==> src/rtl/rfe_pkg.sv <==
package rfe_pkg;

  // Register offsets on the APB bus
  localparam logic [11:0] RFE_CTRL_OFS = 12'h000;
  localparam logic [11:0] RFE_STAT_OFS = 12'h004;
  localparam logic [11:0] RFE_CNT_OFS  = 12'h008;

  // Control field positions and reset values
  localparam int          RFE_CTRL_ROOT_BIT = 0;
  localparam int          RFE_CTRL_XINT_BIT = 1;
  localparam int          RFE_CTRL_CMPT_BIT = 2;
  localparam int          RFE_CTRL_IRTS_LSB = 4;
  localparam int          RFE_IRTS_W        = 4;
  localparam logic [31:0] RFE_CTRL_RST      = 32'h0000_0000;
  localparam logic [15:0] RFE_CNT_RST       = 16'h0000;
  localparam logic [15:0] RFE_CNT_MAX       = 16'hffff;

  // Table size encodings: largest value is 2^(field + base) - 1
  localparam int          RFE_PID_BASE  = 5;
  localparam int          RFE_IRTS_BASE = 1;

  // Fault reason codes
  typedef enum logic [7:0] {
    RFE_RSN_NONE      = 8'h00,
    RFE_RSN_SL_RSVD   = 8'h0c,
    RFE_RSN_TT_BLOCK  = 8'h0d,
    RFE_RSN_PID_DIS   = 8'h10,
    RFE_RSN_PID_BIG   = 8'h11,
    RFE_RSN_PE_ABSENT = 8'h12,
    RFE_RSN_PE_RSVD   = 8'h13,
    RFE_RSN_NONCANON  = 8'h14,
    RFE_RSN_TOP_ERR   = 8'h15,
    RFE_RSN_FL_RSVD   = 8'h16,
    RFE_RSN_LOW_ERR   = 8'h17,
    RFE_RSN_NO_EXEC   = 8'h18,
    RFE_RSN_EXE_OFF   = 8'h19,
    RFE_RSN_SUP_OFF   = 8'h1a,
    RFE_RSN_ROOT_TYPE = 8'h1b,
    RFE_RSN_IR_RSVD   = 8'h20,
    RFE_RSN_IR_INDEX  = 8'h21,
    RFE_RSN_IR_ABSENT = 8'h22,
    RFE_RSN_IR_FETCH  = 8'h23,
    RFE_RSN_INTERRUPT_REMAP_TABLE_ENTRY_RSVD = 8'h24,
    RFE_RSN_IR_COMPAT = 8'h25,
    RFE_RSN_IR_SRC    = 8'h26
  } rfe_reason_t;

  // Outcome of the DMA walk, one cycle of checks
  typedef struct packed {
    logic        is_pasid;
    logic        translated_req;
    logic        tt_blocked;
    logic        process_id_enable;
    logic [2:0]  process_id_table_size;
    logic [19:0] pasid;
    logic        pasid_entry_present;
    logic        pasid_entry_rsvd_nz;
    logic [63:0] addr;
    logic        top_fetch_err;
    logic        fl_rsvd_nz;
    logic        lower_fetch_err;
    logic        execute_requested;
    logic        exec_denied;
    logic        execute_request_enable;
    logic        privileged_mode_requested;
    logic        supervisor_request_enable;
    logic        sl_rsvd_nz;
  } rfe_dma_chk_t;

  // Outcome of the interrupt table lookup
  typedef struct packed {
    logic        compat_format;
    logic        rsvd_set;
    logic [15:0] index;
    logic        table_fetch_err;
    logic        interrupt_remap_table_entry_present;
    logic        interrupt_remap_table_entry_rsvd_nz;
    logic        source_identifier_fail;
  } rfe_irq_chk_t;

endpackage

==> src/rtl/rfe_fault_encoder.sv <==
// The address map and the APB interface to the registers were decided locally.
`timescale 1ns/1ps

// Contract
// - Blocked translation type reports 0Dh
// - PASID enable clear reports 10h
// - PASID beyond table size reports 11h
// - Absent PASID entry reports 12h
// - PASID entry reserved bits report 13h
// - Non-canonical address reports 14h
// - Top first-level fetch error reports 15h
// - First-level entry reserved bits report 16h
// - Lower first-level fetch error reports 17h
// - Execute permission missing reports 18h
// - Execute requests disabled report 19h
// - Supervisor requests disabled report 1Ah
// - Root table type clear reports 1Bh
// - Interrupt reserved bits report 20h
// - Interrupt index too large reports 21h
// - Absent remap entry reports 22h
// - Remap table fetch error reports 23h
// - Remap entry reserved bits report 24h
// - Blocked compatibility interrupt reports 25h
// - Source verification failure reports 26h
// - Second-level reserved bits report 0Ch
module rfe_fault_encoder
  import rfe_pkg::*;
(
  input  wire logic         pclk,
  input  wire logic         presetn,
  input  wire logic         psel,
  input  wire logic         penable,
  input  wire logic         pwrite,
  input  wire logic [11:0]  paddr,
  input  wire logic [31:0]  pwdata,
  output logic      [31:0]  prdata,
  output logic              pready,
  output logic              pslverr,
  input  wire logic         dma_chk_valid,
  input  wire rfe_dma_chk_t dma_chk,
  input  wire logic         irq_chk_valid,
  input  wire rfe_irq_chk_t irq_chk,
  output logic              irq_chk_ready,
  output logic              fault_valid,
  output logic              fault_is_irq,
  output logic      [7:0]   fault_reason
);

  // PASID larger than the table size allows
  function automatic logic pasid_too_big(input logic [19:0] pasid,
                                         input logic [2:0]  tsz);
    logic [5:0] sh;
    sh = 6'(tsz) + 6'(RFE_PID_BASE);
    pasid_too_big = (sh < 6'd20) && ((pasid >> sh) != 20'h0_0000);
  endfunction

  // Interrupt index larger than the table size allows
  function automatic logic index_too_big(input logic [15:0] idx,
                                         input logic [3:0]  irts);
    logic [5:0] sh;
    sh = 6'(irts) + 6'(RFE_IRTS_BASE);
    index_too_big = (sh < 6'd16) && ((idx >> sh) != 16'h0000);
  endfunction

  // Bits 63:48 must all copy bit 47
  function automatic logic non_canonical(input logic [63:0] a);
    non_canonical = (a[63:48] != {16{a[47]}});
  endfunction

  // Any code not listed in the enum is reserved
  function automatic logic reason_legal(input logic [7:0] r);
    case (r)
      8'h0c, 8'h0d, 8'h10, 8'h11, 8'h12, 8'h13, 8'h14, 8'h15,
      8'h16, 8'h17, 8'h18, 8'h19, 8'h1a, 8'h1b, 8'h20, 8'h21,
      8'h22, 8'h23, 8'h24, 8'h25, 8'h26: reason_legal = 1'b1;
      default:                           reason_legal = 1'b0;
    endcase
  endfunction

  // Register state
  logic [31:0] ctrl_r;
  logic [31:0] ctrl_nxt;
  logic [15:0] cnt_r;
  logic [15:0] cnt_nxt;
  logic [31:0] prdata_r;
  logic [31:0] prdata_nxt;
  logic        pslverr_r;
  logic        pslverr_nxt;

  // Fault output state
  logic        fault_valid_r;
  logic        fault_valid_nxt;
  logic        fault_is_irq_r;
  logic        fault_is_irq_nxt;
  logic [7:0]  fault_reason_r;
  logic [7:0]  fault_reason_nxt;

  // Decoded control bits
  logic                  root_table_type;
  logic                  extended_interrupt_mode_enable;
  logic                  compat_format_interrupt_status;
  logic [RFE_IRTS_W-1:0] irq_table_size;

  logic        setup_ph;
  logic        wr_en;
  logic        addr_hit;
  rfe_reason_t dma_rsn;
  rfe_reason_t irq_rsn;
  logic        irq_take;

  assign root_table_type                = ctrl_r[RFE_CTRL_ROOT_BIT];
  assign extended_interrupt_mode_enable = ctrl_r[RFE_CTRL_XINT_BIT];
  assign compat_format_interrupt_status = ctrl_r[RFE_CTRL_CMPT_BIT];
  assign irq_table_size = ctrl_r[RFE_CTRL_IRTS_LSB +: RFE_IRTS_W];

  // DMA and interrupt share one reason port; DMA wins a tie
  assign irq_chk_ready = !dma_chk_valid;
  assign irq_take      = irq_chk_valid && !dma_chk_valid;

  // APB: zero-wait access phase, data staged in setup
  assign setup_ph = psel && !penable;
  assign wr_en    = psel && penable && pwrite && !pslverr_r;
  assign addr_hit = (paddr == RFE_CTRL_OFS) || (paddr == RFE_STAT_OFS) ||
                    (paddr == RFE_CNT_OFS);
  assign pready   = 1'b1;
  assign prdata   = prdata_r;
  assign pslverr  = pslverr_r;

  // DMA fault classification, walk order sets the priority
  always_comb begin
    dma_rsn = RFE_RSN_NONE;
    if (!dma_chk.is_pasid) begin
      if (dma_chk.translated_req && dma_chk.tt_blocked) begin
        dma_rsn = RFE_RSN_TT_BLOCK;
      end else if (dma_chk.sl_rsvd_nz) begin
        dma_rsn = RFE_RSN_SL_RSVD;
      end
    end else if (!root_table_type) begin
      dma_rsn = RFE_RSN_ROOT_TYPE;
    end else if (dma_chk.translated_req) begin
      // Translated requests skip the PASID table walk
      if (dma_chk.tt_blocked) begin
        dma_rsn = RFE_RSN_TT_BLOCK;
      end else if (dma_chk.execute_requested && !dma_chk.execute_request_enable) begin
        dma_rsn = RFE_RSN_EXE_OFF;
      end else if (dma_chk.privileged_mode_requested &&
                   !dma_chk.supervisor_request_enable) begin
        dma_rsn = RFE_RSN_SUP_OFF;
      end else if (non_canonical(dma_chk.addr)) begin
        dma_rsn = RFE_RSN_NONCANON;
      end
    end else if (!dma_chk.process_id_enable) begin
      dma_rsn = RFE_RSN_PID_DIS;
    end else if (pasid_too_big(dma_chk.pasid, dma_chk.process_id_table_size)) begin
      dma_rsn = RFE_RSN_PID_BIG;
    end else if (dma_chk.execute_requested && !dma_chk.execute_request_enable) begin
      dma_rsn = RFE_RSN_EXE_OFF;
    end else if (dma_chk.privileged_mode_requested &&
                 !dma_chk.supervisor_request_enable) begin
      dma_rsn = RFE_RSN_SUP_OFF;
    end else if (non_canonical(dma_chk.addr)) begin
      dma_rsn = RFE_RSN_NONCANON;
    end else if (!dma_chk.pasid_entry_present) begin
      dma_rsn = RFE_RSN_PE_ABSENT;
    end else if (dma_chk.pasid_entry_rsvd_nz) begin
      dma_rsn = RFE_RSN_PE_RSVD;
    end else if (dma_chk.top_fetch_err) begin
      dma_rsn = RFE_RSN_TOP_ERR;
    end else if (dma_chk.lower_fetch_err) begin
      dma_rsn = RFE_RSN_LOW_ERR;
    end else if (dma_chk.fl_rsvd_nz) begin
      dma_rsn = RFE_RSN_FL_RSVD;
    end else if (dma_chk.execute_requested && dma_chk.exec_denied) begin
      dma_rsn = RFE_RSN_NO_EXEC;
    end
  end

  // Interrupt fault classification
  always_comb begin
    irq_rsn = RFE_RSN_NONE;
    if (irq_chk.compat_format) begin
      // Compatibility requests bypass the table when allowed
      if (extended_interrupt_mode_enable || !compat_format_interrupt_status) begin
        irq_rsn = RFE_RSN_IR_COMPAT;
      end
    end else if (irq_chk.rsvd_set) begin
      irq_rsn = RFE_RSN_IR_RSVD;
    end else if (index_too_big(irq_chk.index, irq_table_size)) begin
      irq_rsn = RFE_RSN_IR_INDEX;
    end else if (irq_chk.table_fetch_err) begin
      irq_rsn = RFE_RSN_IR_FETCH;
    end else if (!irq_chk.interrupt_remap_table_entry_present) begin
      irq_rsn = RFE_RSN_IR_ABSENT;
    end else if (irq_chk.interrupt_remap_table_entry_rsvd_nz) begin
      irq_rsn = RFE_RSN_INTERRUPT_REMAP_TABLE_ENTRY_RSVD;
    end else if (irq_chk.source_identifier_fail) begin
      irq_rsn = RFE_RSN_IR_SRC;
    end
  end

  // Fault output next state; reserved codes can never leave
  always_comb begin
    fault_valid_nxt  = 1'b0;
    fault_is_irq_nxt = fault_is_irq_r;
    fault_reason_nxt = fault_reason_r;
    if (dma_chk_valid && dma_rsn != RFE_RSN_NONE) begin
      fault_valid_nxt  = reason_legal(dma_rsn);
      fault_is_irq_nxt = 1'b0;
      fault_reason_nxt = dma_rsn;
    end else if (irq_take && irq_rsn != RFE_RSN_NONE) begin
      fault_valid_nxt  = reason_legal(irq_rsn);
      fault_is_irq_nxt = 1'b1;
      fault_reason_nxt = irq_rsn;
    end
  end

  always_ff @(posedge pclk or negedge presetn) begin
    if (!presetn) begin
      fault_valid_r  <= 1'b0;
      fault_is_irq_r <= 1'b0;
      fault_reason_r <= RFE_RSN_NONE;
    end else begin
      fault_valid_r  <= fault_valid_nxt;
      fault_is_irq_r <= fault_is_irq_nxt;
      fault_reason_r <= fault_reason_nxt;
    end
  end

  assign fault_valid  = fault_valid_r;
  assign fault_is_irq = fault_is_irq_r;
  assign fault_reason = fault_reason_r;

  // Register file next state; a fault in the counter clear cycle counts from zero
  always_comb begin
    ctrl_nxt    = ctrl_r;
    cnt_nxt     = cnt_r;
    prdata_nxt  = prdata_r;
    pslverr_nxt = pslverr_r;
    if (wr_en && paddr == RFE_CTRL_OFS) begin
      ctrl_nxt = pwdata & 32'h0000_00f7;
    end
    if (wr_en && paddr == RFE_CNT_OFS) begin
      cnt_nxt = RFE_CNT_RST;
    end
    if (fault_valid_r && cnt_nxt != RFE_CNT_MAX) begin
      cnt_nxt = cnt_nxt + 16'h0001;
    end
    if (setup_ph) begin
      pslverr_nxt = !addr_hit;
      case (paddr)
        RFE_CTRL_OFS: prdata_nxt = ctrl_r;
        RFE_STAT_OFS: prdata_nxt = {23'h00_0000, fault_is_irq_r, fault_reason_r};
        RFE_CNT_OFS:  prdata_nxt = {16'h0000, cnt_r};
        default:      prdata_nxt = 32'h0000_0000;
      endcase
    end
  end

  always_ff @(posedge pclk or negedge presetn) begin
    if (!presetn) begin
      ctrl_r    <= RFE_CTRL_RST;
      cnt_r     <= RFE_CNT_RST;
      prdata_r  <= 32'h0000_0000;
      pslverr_r <= 1'b0;
    end else begin
      ctrl_r    <= ctrl_nxt;
      cnt_r     <= cnt_nxt;
      prdata_r  <= prdata_nxt;
      pslverr_r <= pslverr_nxt;
    end
  end

  logic pasid_go;
  logic untr_go;
  assign pasid_go = dma_chk_valid && dma_chk.is_pasid && root_table_type;
  assign untr_go  = pasid_go && !dma_chk.translated_req;
endmodule // rfe_fault_encoder

==> config.mk <==
export PLATFORM = sky130hd
export DESIGN_NAME = rfe_fault_encoder
export DESIGN_NICKNAME = d
export VERILOG_FILES = /design/src/rtl/rfe_pkg.sv /design/src/rtl/rfe_fault_encoder.sv
export SDC_FILE = /design/constraint.sdc
export NUM_CORES = 1
export LEC_CHECK = 0
export BUFFER_PORTS_ARGS = -buffer_cell sky130_fd_sc_hd__buf_2
export CAP_MARGIN = 15
export CELL_PAD_IN_SITES_DETAIL_PLACEMENT = 1
export CELL_PAD_IN_SITES_GLOBAL_PLACEMENT = 2
export CORE_MARGIN = 1
export CORE_UTILIZATION = 22
export CTS_CLUSTER_DIAMETER = 30
export DETAILED_ROUTE_END_ITERATION = 12
export PLACE_DENSITY = 0.94
export SYNTH_ARGS = -nofsm -noshare
export SYNTH_HDL_FRONTEND = slang
export SYNTH_SLANG_ARGS = --single-unit
==> constraint.sdc <==
create_clock -name pclk -period 3.3 [get_ports pclk]
set_input_delay 0.495 -clock pclk [delete_from_list [all_inputs] [get_ports pclk]]
set_output_delay 0.495 -clock pclk [all_outputs]
set_load 0.01 [all_outputs]
Word-level counts from Yosys, hierarchy flattened
Memory sizes are Yosys's and may differ from the RTL's.
Index checks and enable logic that the tools add are counted.
Widths: inputs -> output; s select.

cells by class
  $add $sub $neg = 3
  order comparisons = 2
  equal/unequal tests = 4
  shift-type cells = 2
  mux-type cells = 39
  reductions and logical operators = 34

operator list
  kind                   count
  $mux 5                 15
  $mux 8                 7
  $pmux 16 s3            1
  $mux 6                 7
  $mux 16                2
  $reduce_bool 20->1     1
  $shr 20x4->20          1
  $add 16x1->16 const B  1
  $logic_and 1x1->1      16
  $ne 16x16->1           1
  $ne 16x16->1 const B   1
  $reduce_bool 16->1     1
  $reduce_bool 8->1      2
  $shr 16x5->16          1
  $eq 12x3->1 const B    1
  $eq 12x4->1 const B    1
  $logic_not 12->1       1
  $logic_not 1->1        7
  $mux 1                 6
  $add 4x1->5 const B    1
  $lt 4x5->1 const B     1
  $lt 5x5->1 const B     1
  $add 3x3->4 const B    1
  $logic_not 2->1        2
  3 further kinds        5

word-level totals
  flip-flop bits (word level) = 66
  memory bits (read-only) = 128
  input bits = 175
  output and inout port bits = 45
  word-level logic and storage cells = 93
  memories = 2

memory list
  name             words  bits a word  read ports  clocked after memory_dff  wr ports  RTL line                 text
  (no name shown)  64     1            1           0                         0         rfe_fault_encoder.sv:72  case (r)
  (no name shown)  64     1            1           0                         0         rfe_fault_encoder.sv:72

Logic depth before layout (Yosys ltp)
  word-level depth = 18
  mapped depth = 14
  gate-level depth less buffers = 12

Worst setup path after synthesis
Ideal clock, no wire load.

  path kind = in2reg
  start point = in paddr[5]
  end point = reg cnt_r[12]
  library setup time = 0.078 ns
  arrival = 3.033 ns
  data required time = 3.222 ns
  setup slack = 0.189 ns
  stages = 14
  buffers on the path = 2
  cells stage by stage = nor4_1 > and4_1 > buf_2 > and2_1 > clkbuf_1 > nor2b_1 > ha_1 > and4_1 > nand2_1 > nor2_1 > a21oi_2 > nand3_1 > or3_1 > a21oi_1

between the ends
  word-level cells in the longest chain between the ends = 6
  elaborated cells between the ends (all ways) = 7
  those cells by class = add/sub: 1; eq/ne: 2; mux: 2; reduce/logical: 2

ends and longest elaborated chain
  element                                                RTL line                  text
  from (decl)                                            rfe_fault_encoder.sv:34   input wire logic [11:0] paddr,
  $eq 12x4->1 (*)                                        rfe_fault_encoder.sv:242  if (wr_en && paddr == RFE_CNT_OFS) begin
  $logic_and 1x1->1 (*)                                  rfe_fault_encoder.sv:242
  $mux 16 (*)                                            rfe_fault_encoder.sv:242
  branches (longest 2 deep; another with $add 16x1->16)  n/a
  $mux 16 (*)                                            rfe_fault_encoder.sv:245  if (fault_valid_r && cnt_nxt != RFE_CNT_MAX) begin
  net cnt_nxt[12]                                        rfe_fault_encoder.sv:84   logic [15:0] cnt_nxt;
  to (signal assigned)                                   rfe_fault_encoder.sv:267  cnt_r <= cnt_nxt;
  to (decl)                                              rfe_fault_encoder.sv:83   logic [15:0] cnt_r;

Mark *: on every way through the listed nets, which the timed path passes.
A chain may end at the register's enable or synchronous reset.

Worst setup path after layout
  start point = in paddr[9]
  end point = reg cnt_r[11]

Same word-level chain as after synthesis.

==> impl_metrics.ini <==
[floorplanning]
die_y_um = 123.1
dieArea_mm2 = 0.01516
core_area_mm2 = 0.01410
start_util_pct = 22.89
die_x_um = 123.1
rows = 43
io_pins = 220

[pwr]
internal-power_mw = 1.155
power.share.clock_pct = 34.6
power_frac_comb_pct = 21.0
peakVddDrop_v = 0.0002308
swShare_pct = 28.98
powerDensity_mw_per_mm2 = 390.9
p_leak_nw = 1.876
power_frac_seq_pct = 44.5
switching_power_mw = 0.4713

[finish]
drive_gt1_share_pct = 32.40
fin_util_pct = 29.51
instances_no_fill = 680
antennaDiodeCount = 0
syn_to_final_growth_pct = 28.93
nets = 675

[synthesis]
syn_area_mm2 = 0.003227
synth_flop_cell = dfrtp_1
synth_edf_count = 0
async_reset_ff_share_pct = 100.0
yosysUniqueCellTypes = 65
yosysSeqAreaShare_pct = 37.22
ys_warn_count = 0
avgSynthCellArea_um2 = 8.537
syn-instance-count = 378
ys_ff_latch = 48

[grt]
gr-total-overflow = 0
grt_first_pass_wirelength_mm = 16.83
antenna_found_initial = 0
grt_max_degree = 49
grt_util_met3_pct = 2.122
grt_pass1_vias = 3388
grt.met2_usage_pct = 25.42
grt_use_met1_pct = 17.97
track_usage_pct = 14.08
top_usage_layer = met2

[critical_path]
end_kind = flip-flop
crit_cells = 13
worst_r2r_path_depth = 11
crit_path_max_incr_delay_ps = 540
regToRegSetupSlack_ps = 530
cp.required_ps = 3480
crit_fanout = 6
crit_family = simple AND/OR/NAND/NOR gates
worstSetupStartpointType = input pin
arrival_ps = 3070
path_buf_inv = 1
crit_path_cell_trace = buf_2 -> nor4_1 -> and4_1 -> and2_1 -> nor2b_1 -> ha_1 -> and4_1 -> nand2_1 -> nor2_1 -> a2111oi_4 -> nand4_1 -> xor2_1 -> nor2_1
cpMaxStageDelayCell = a2111oi_4
critPathKind = input pin to flip-flop

[worst_hold_path]
min_path_type = input pin to asynchronous set/reset pin

[placement]
dp_worst_setup_slack_ps = 74.80
dp_cells = 671
io_buffers = 122
place_congestion = 0.8592
place_hpwl_mm = 8.472

[cts]
cts_max_path_buffers = 2
cts_setup_buffers = 0
insertion_delay_ps = 290
cts_resized = 0
holdBufCountCts = 0
clk_pin_slew_ps = 60
cts_tree = built
cts_buffers = 5
clock_sinks = 48
htreeDepth = 2
root_buffer = clkbuf_16

[timing]
fmax_mhz = 345.4
setup_slack_ps = 404.6
drv_slew = 0
worst_pin_slew_ps = 1052
fin_crit_sh_pct = 87.74
setup_violations = 0
relSlewSlack_pct = 29.90
final.min_clock_period_ps = 2895
hold_viol_final = 0
fin_setup_tns_ps = 0
clock_skew_ps = 4.684
rsz0062_at_grt = false

[routing]
antenna_left = 0
wl_per_cell_um = 14.96
drt_iter0_drc = 78
drt-pass1-iter-count = 4
wirelength_mm = 10.17
vias_per_cell = 4.807
vias = 3269
drcViolationCount = 0

[flow_run]
maxCapViolations = 0

[run_status]
outcome = finished clean
==> layout by cell type, fill, tap and decap left out, drive strengths merged, types with 2 or more instances in the layout <==
| cell | netlist | layout |
|---|---|---|
| nand3 | 12 | 12 |
| o211ai | 3 | 3 |
| conb | 2 | 19 |
| dfrtp | 48 | 48 |
| clkbuf | 9 | 6 |
| or4 | 3 | 3 |
| nor3 | 7 | 7 |
| o21ai | 38 | 38 |
| a221oi | 2 | 2 |
| nor2b | 6 | 6 |
| xnor2 | 2 | 2 |
| a21oi | 15 | 15 |
| and3 | 3 | 3 |
| and2 | 2 | 2 |
| a31oi | 6 | 6 |
| a22oi | 8 | 8 |
| or3 | 7 | 7 |
| a41oi | 3 | 3 |
| and4 | 4 | 4 |
| nor2 | 28 | 28 |
| buf | 23 | 129 |
| mux2 | 6 | 6 |
| a21boi | 2 | 2 |
| nand2 | 53 | 53 |
| o21bai | 2 | 2 |
| a32oi | 2 | 2 |
| o31ai | 4 | 4 |
| a211oi | 3 | 3 |
| nand4 | 9 | 9 |
| o311ai | 2 | 2 |
| nor4 | 11 | 11 |
| xor2 | 11 | 11 |
| nand2b | 10 | 10 |
| inv | 14 | 14 |
==> synth_stat cells (6+ instances only) <==
library cell,instances,area [um2]
clkbuf_1,9,33.78
nor3_1,7,35.03
inv_1,14,52.55
or3_1,6,37.54
a21oi_1,12,60.06
nand3_1,12,60.06
dfrtp_1,48,1201
nand2b_1,10,62.56
a22oi_1,8,60.06
o21ai_1,8,40.04
nand2_1,53,198.9
buf_4,19,142.6
nor2b_1,6,37.54
mux2_2,6,67.56
xor2_1,11,96.34
nand4_1,9,56.30
nor2_1,28,105.1
o21ai_0,29,145.1
a31oi_1,6,37.54
==> worst register-to-register path, cell delays in order, from the launching register on <==
cell	delay [ps]
dfrtp_1	400
and4b_1	360
and2_1	240
nor2b_1	90
ha_1	230
and4_1	220
nand2_1	80
nor2_1	80
a2111oi_4	540
nand4_1	200
xor2_1	180
nor2_1	50
==> kinds of logic after synthesis <==
kind of cell,after synthesis,synth area share (%)
other cells,2,0.2327
compound gates,103,22.57
flops,48,37.22
simple gates,158,25.98
buf+inv,46,7.677
mux,7,2.404
xor+xnor,13,3.529
fa+ha+maj,1,0.3877
==> per-layer routing <==
layer  wire [um]  up-vias  part of all wire [%]
met4          55        0                  0.54
met1        4687     1571                    46
met3         457        9                   4.5
li1            -     1584                     -
met5           0        -                     0
met2        4970      105                    49
==> per-stage QoR <==
stage / total power [mW] / instance area, um2 / hold WS, ps
floorplan: 0.9190 / 3291 / 199.4
global placement: 1.042 / 3976 / 459.4
detailed placement: 1.073 / 3976 / 469.3
CTS: 1.645 / 4140 / 417.7
global route: 1.718 / 4160 / 122.6
finish: 1.626 / 4160 / 111.5
==> power by group through the flow <==
stage | clock (mW) | sequential [mW] | combinational (mW)
2_1_floorplan | 0 | 0.715 | 0.204
3_3_place_gp | 0 | 0.722 | 0.319
3_5_place_dp | 0 | 0.731 | 0.341
4_1_cts | 0.581 | 0.720 | 0.344
5_1_grt | 0.606 | 0.729 | 0.384
6_report | 0.562 | 0.723 | 0.341
==> path summary, 6_finish.rpt <==
path | start | end
setup / recovery | paddr[9] | cnt_r[11]
hold / removal | presetn | cnt_r[12]
setup reg to reg | pslverr | cnt_r[11]
hold reg to reg | prdata[5] | prdata[5]
max in group asynchronous | presetn | cnt_r[3]
min in group pclk | pwdata[1] | ctrl_r[1]
==> area by class of cell <==
type / instances / area [um2]
multi-input combinational: 301 / 1842
clock inverter: 2 / 35.03
fill: 1750 / 9936
clock buffer: 6 / 128.9
sequential: 48 / 1201
timing repair buffer: 129 / 675.6
inverter: 14 / 52.55
tap: 180 / 225.2
==> sequential cells by signal, summed over array words and instances, names as in the netlist <==
signal	flops
cnt_r	16
prdata	16
ctrl_r	7
fault_reason	6
fault_is_irq	1
fault_valid	1
pslverr	1
(Power assumes the default switching activity.)
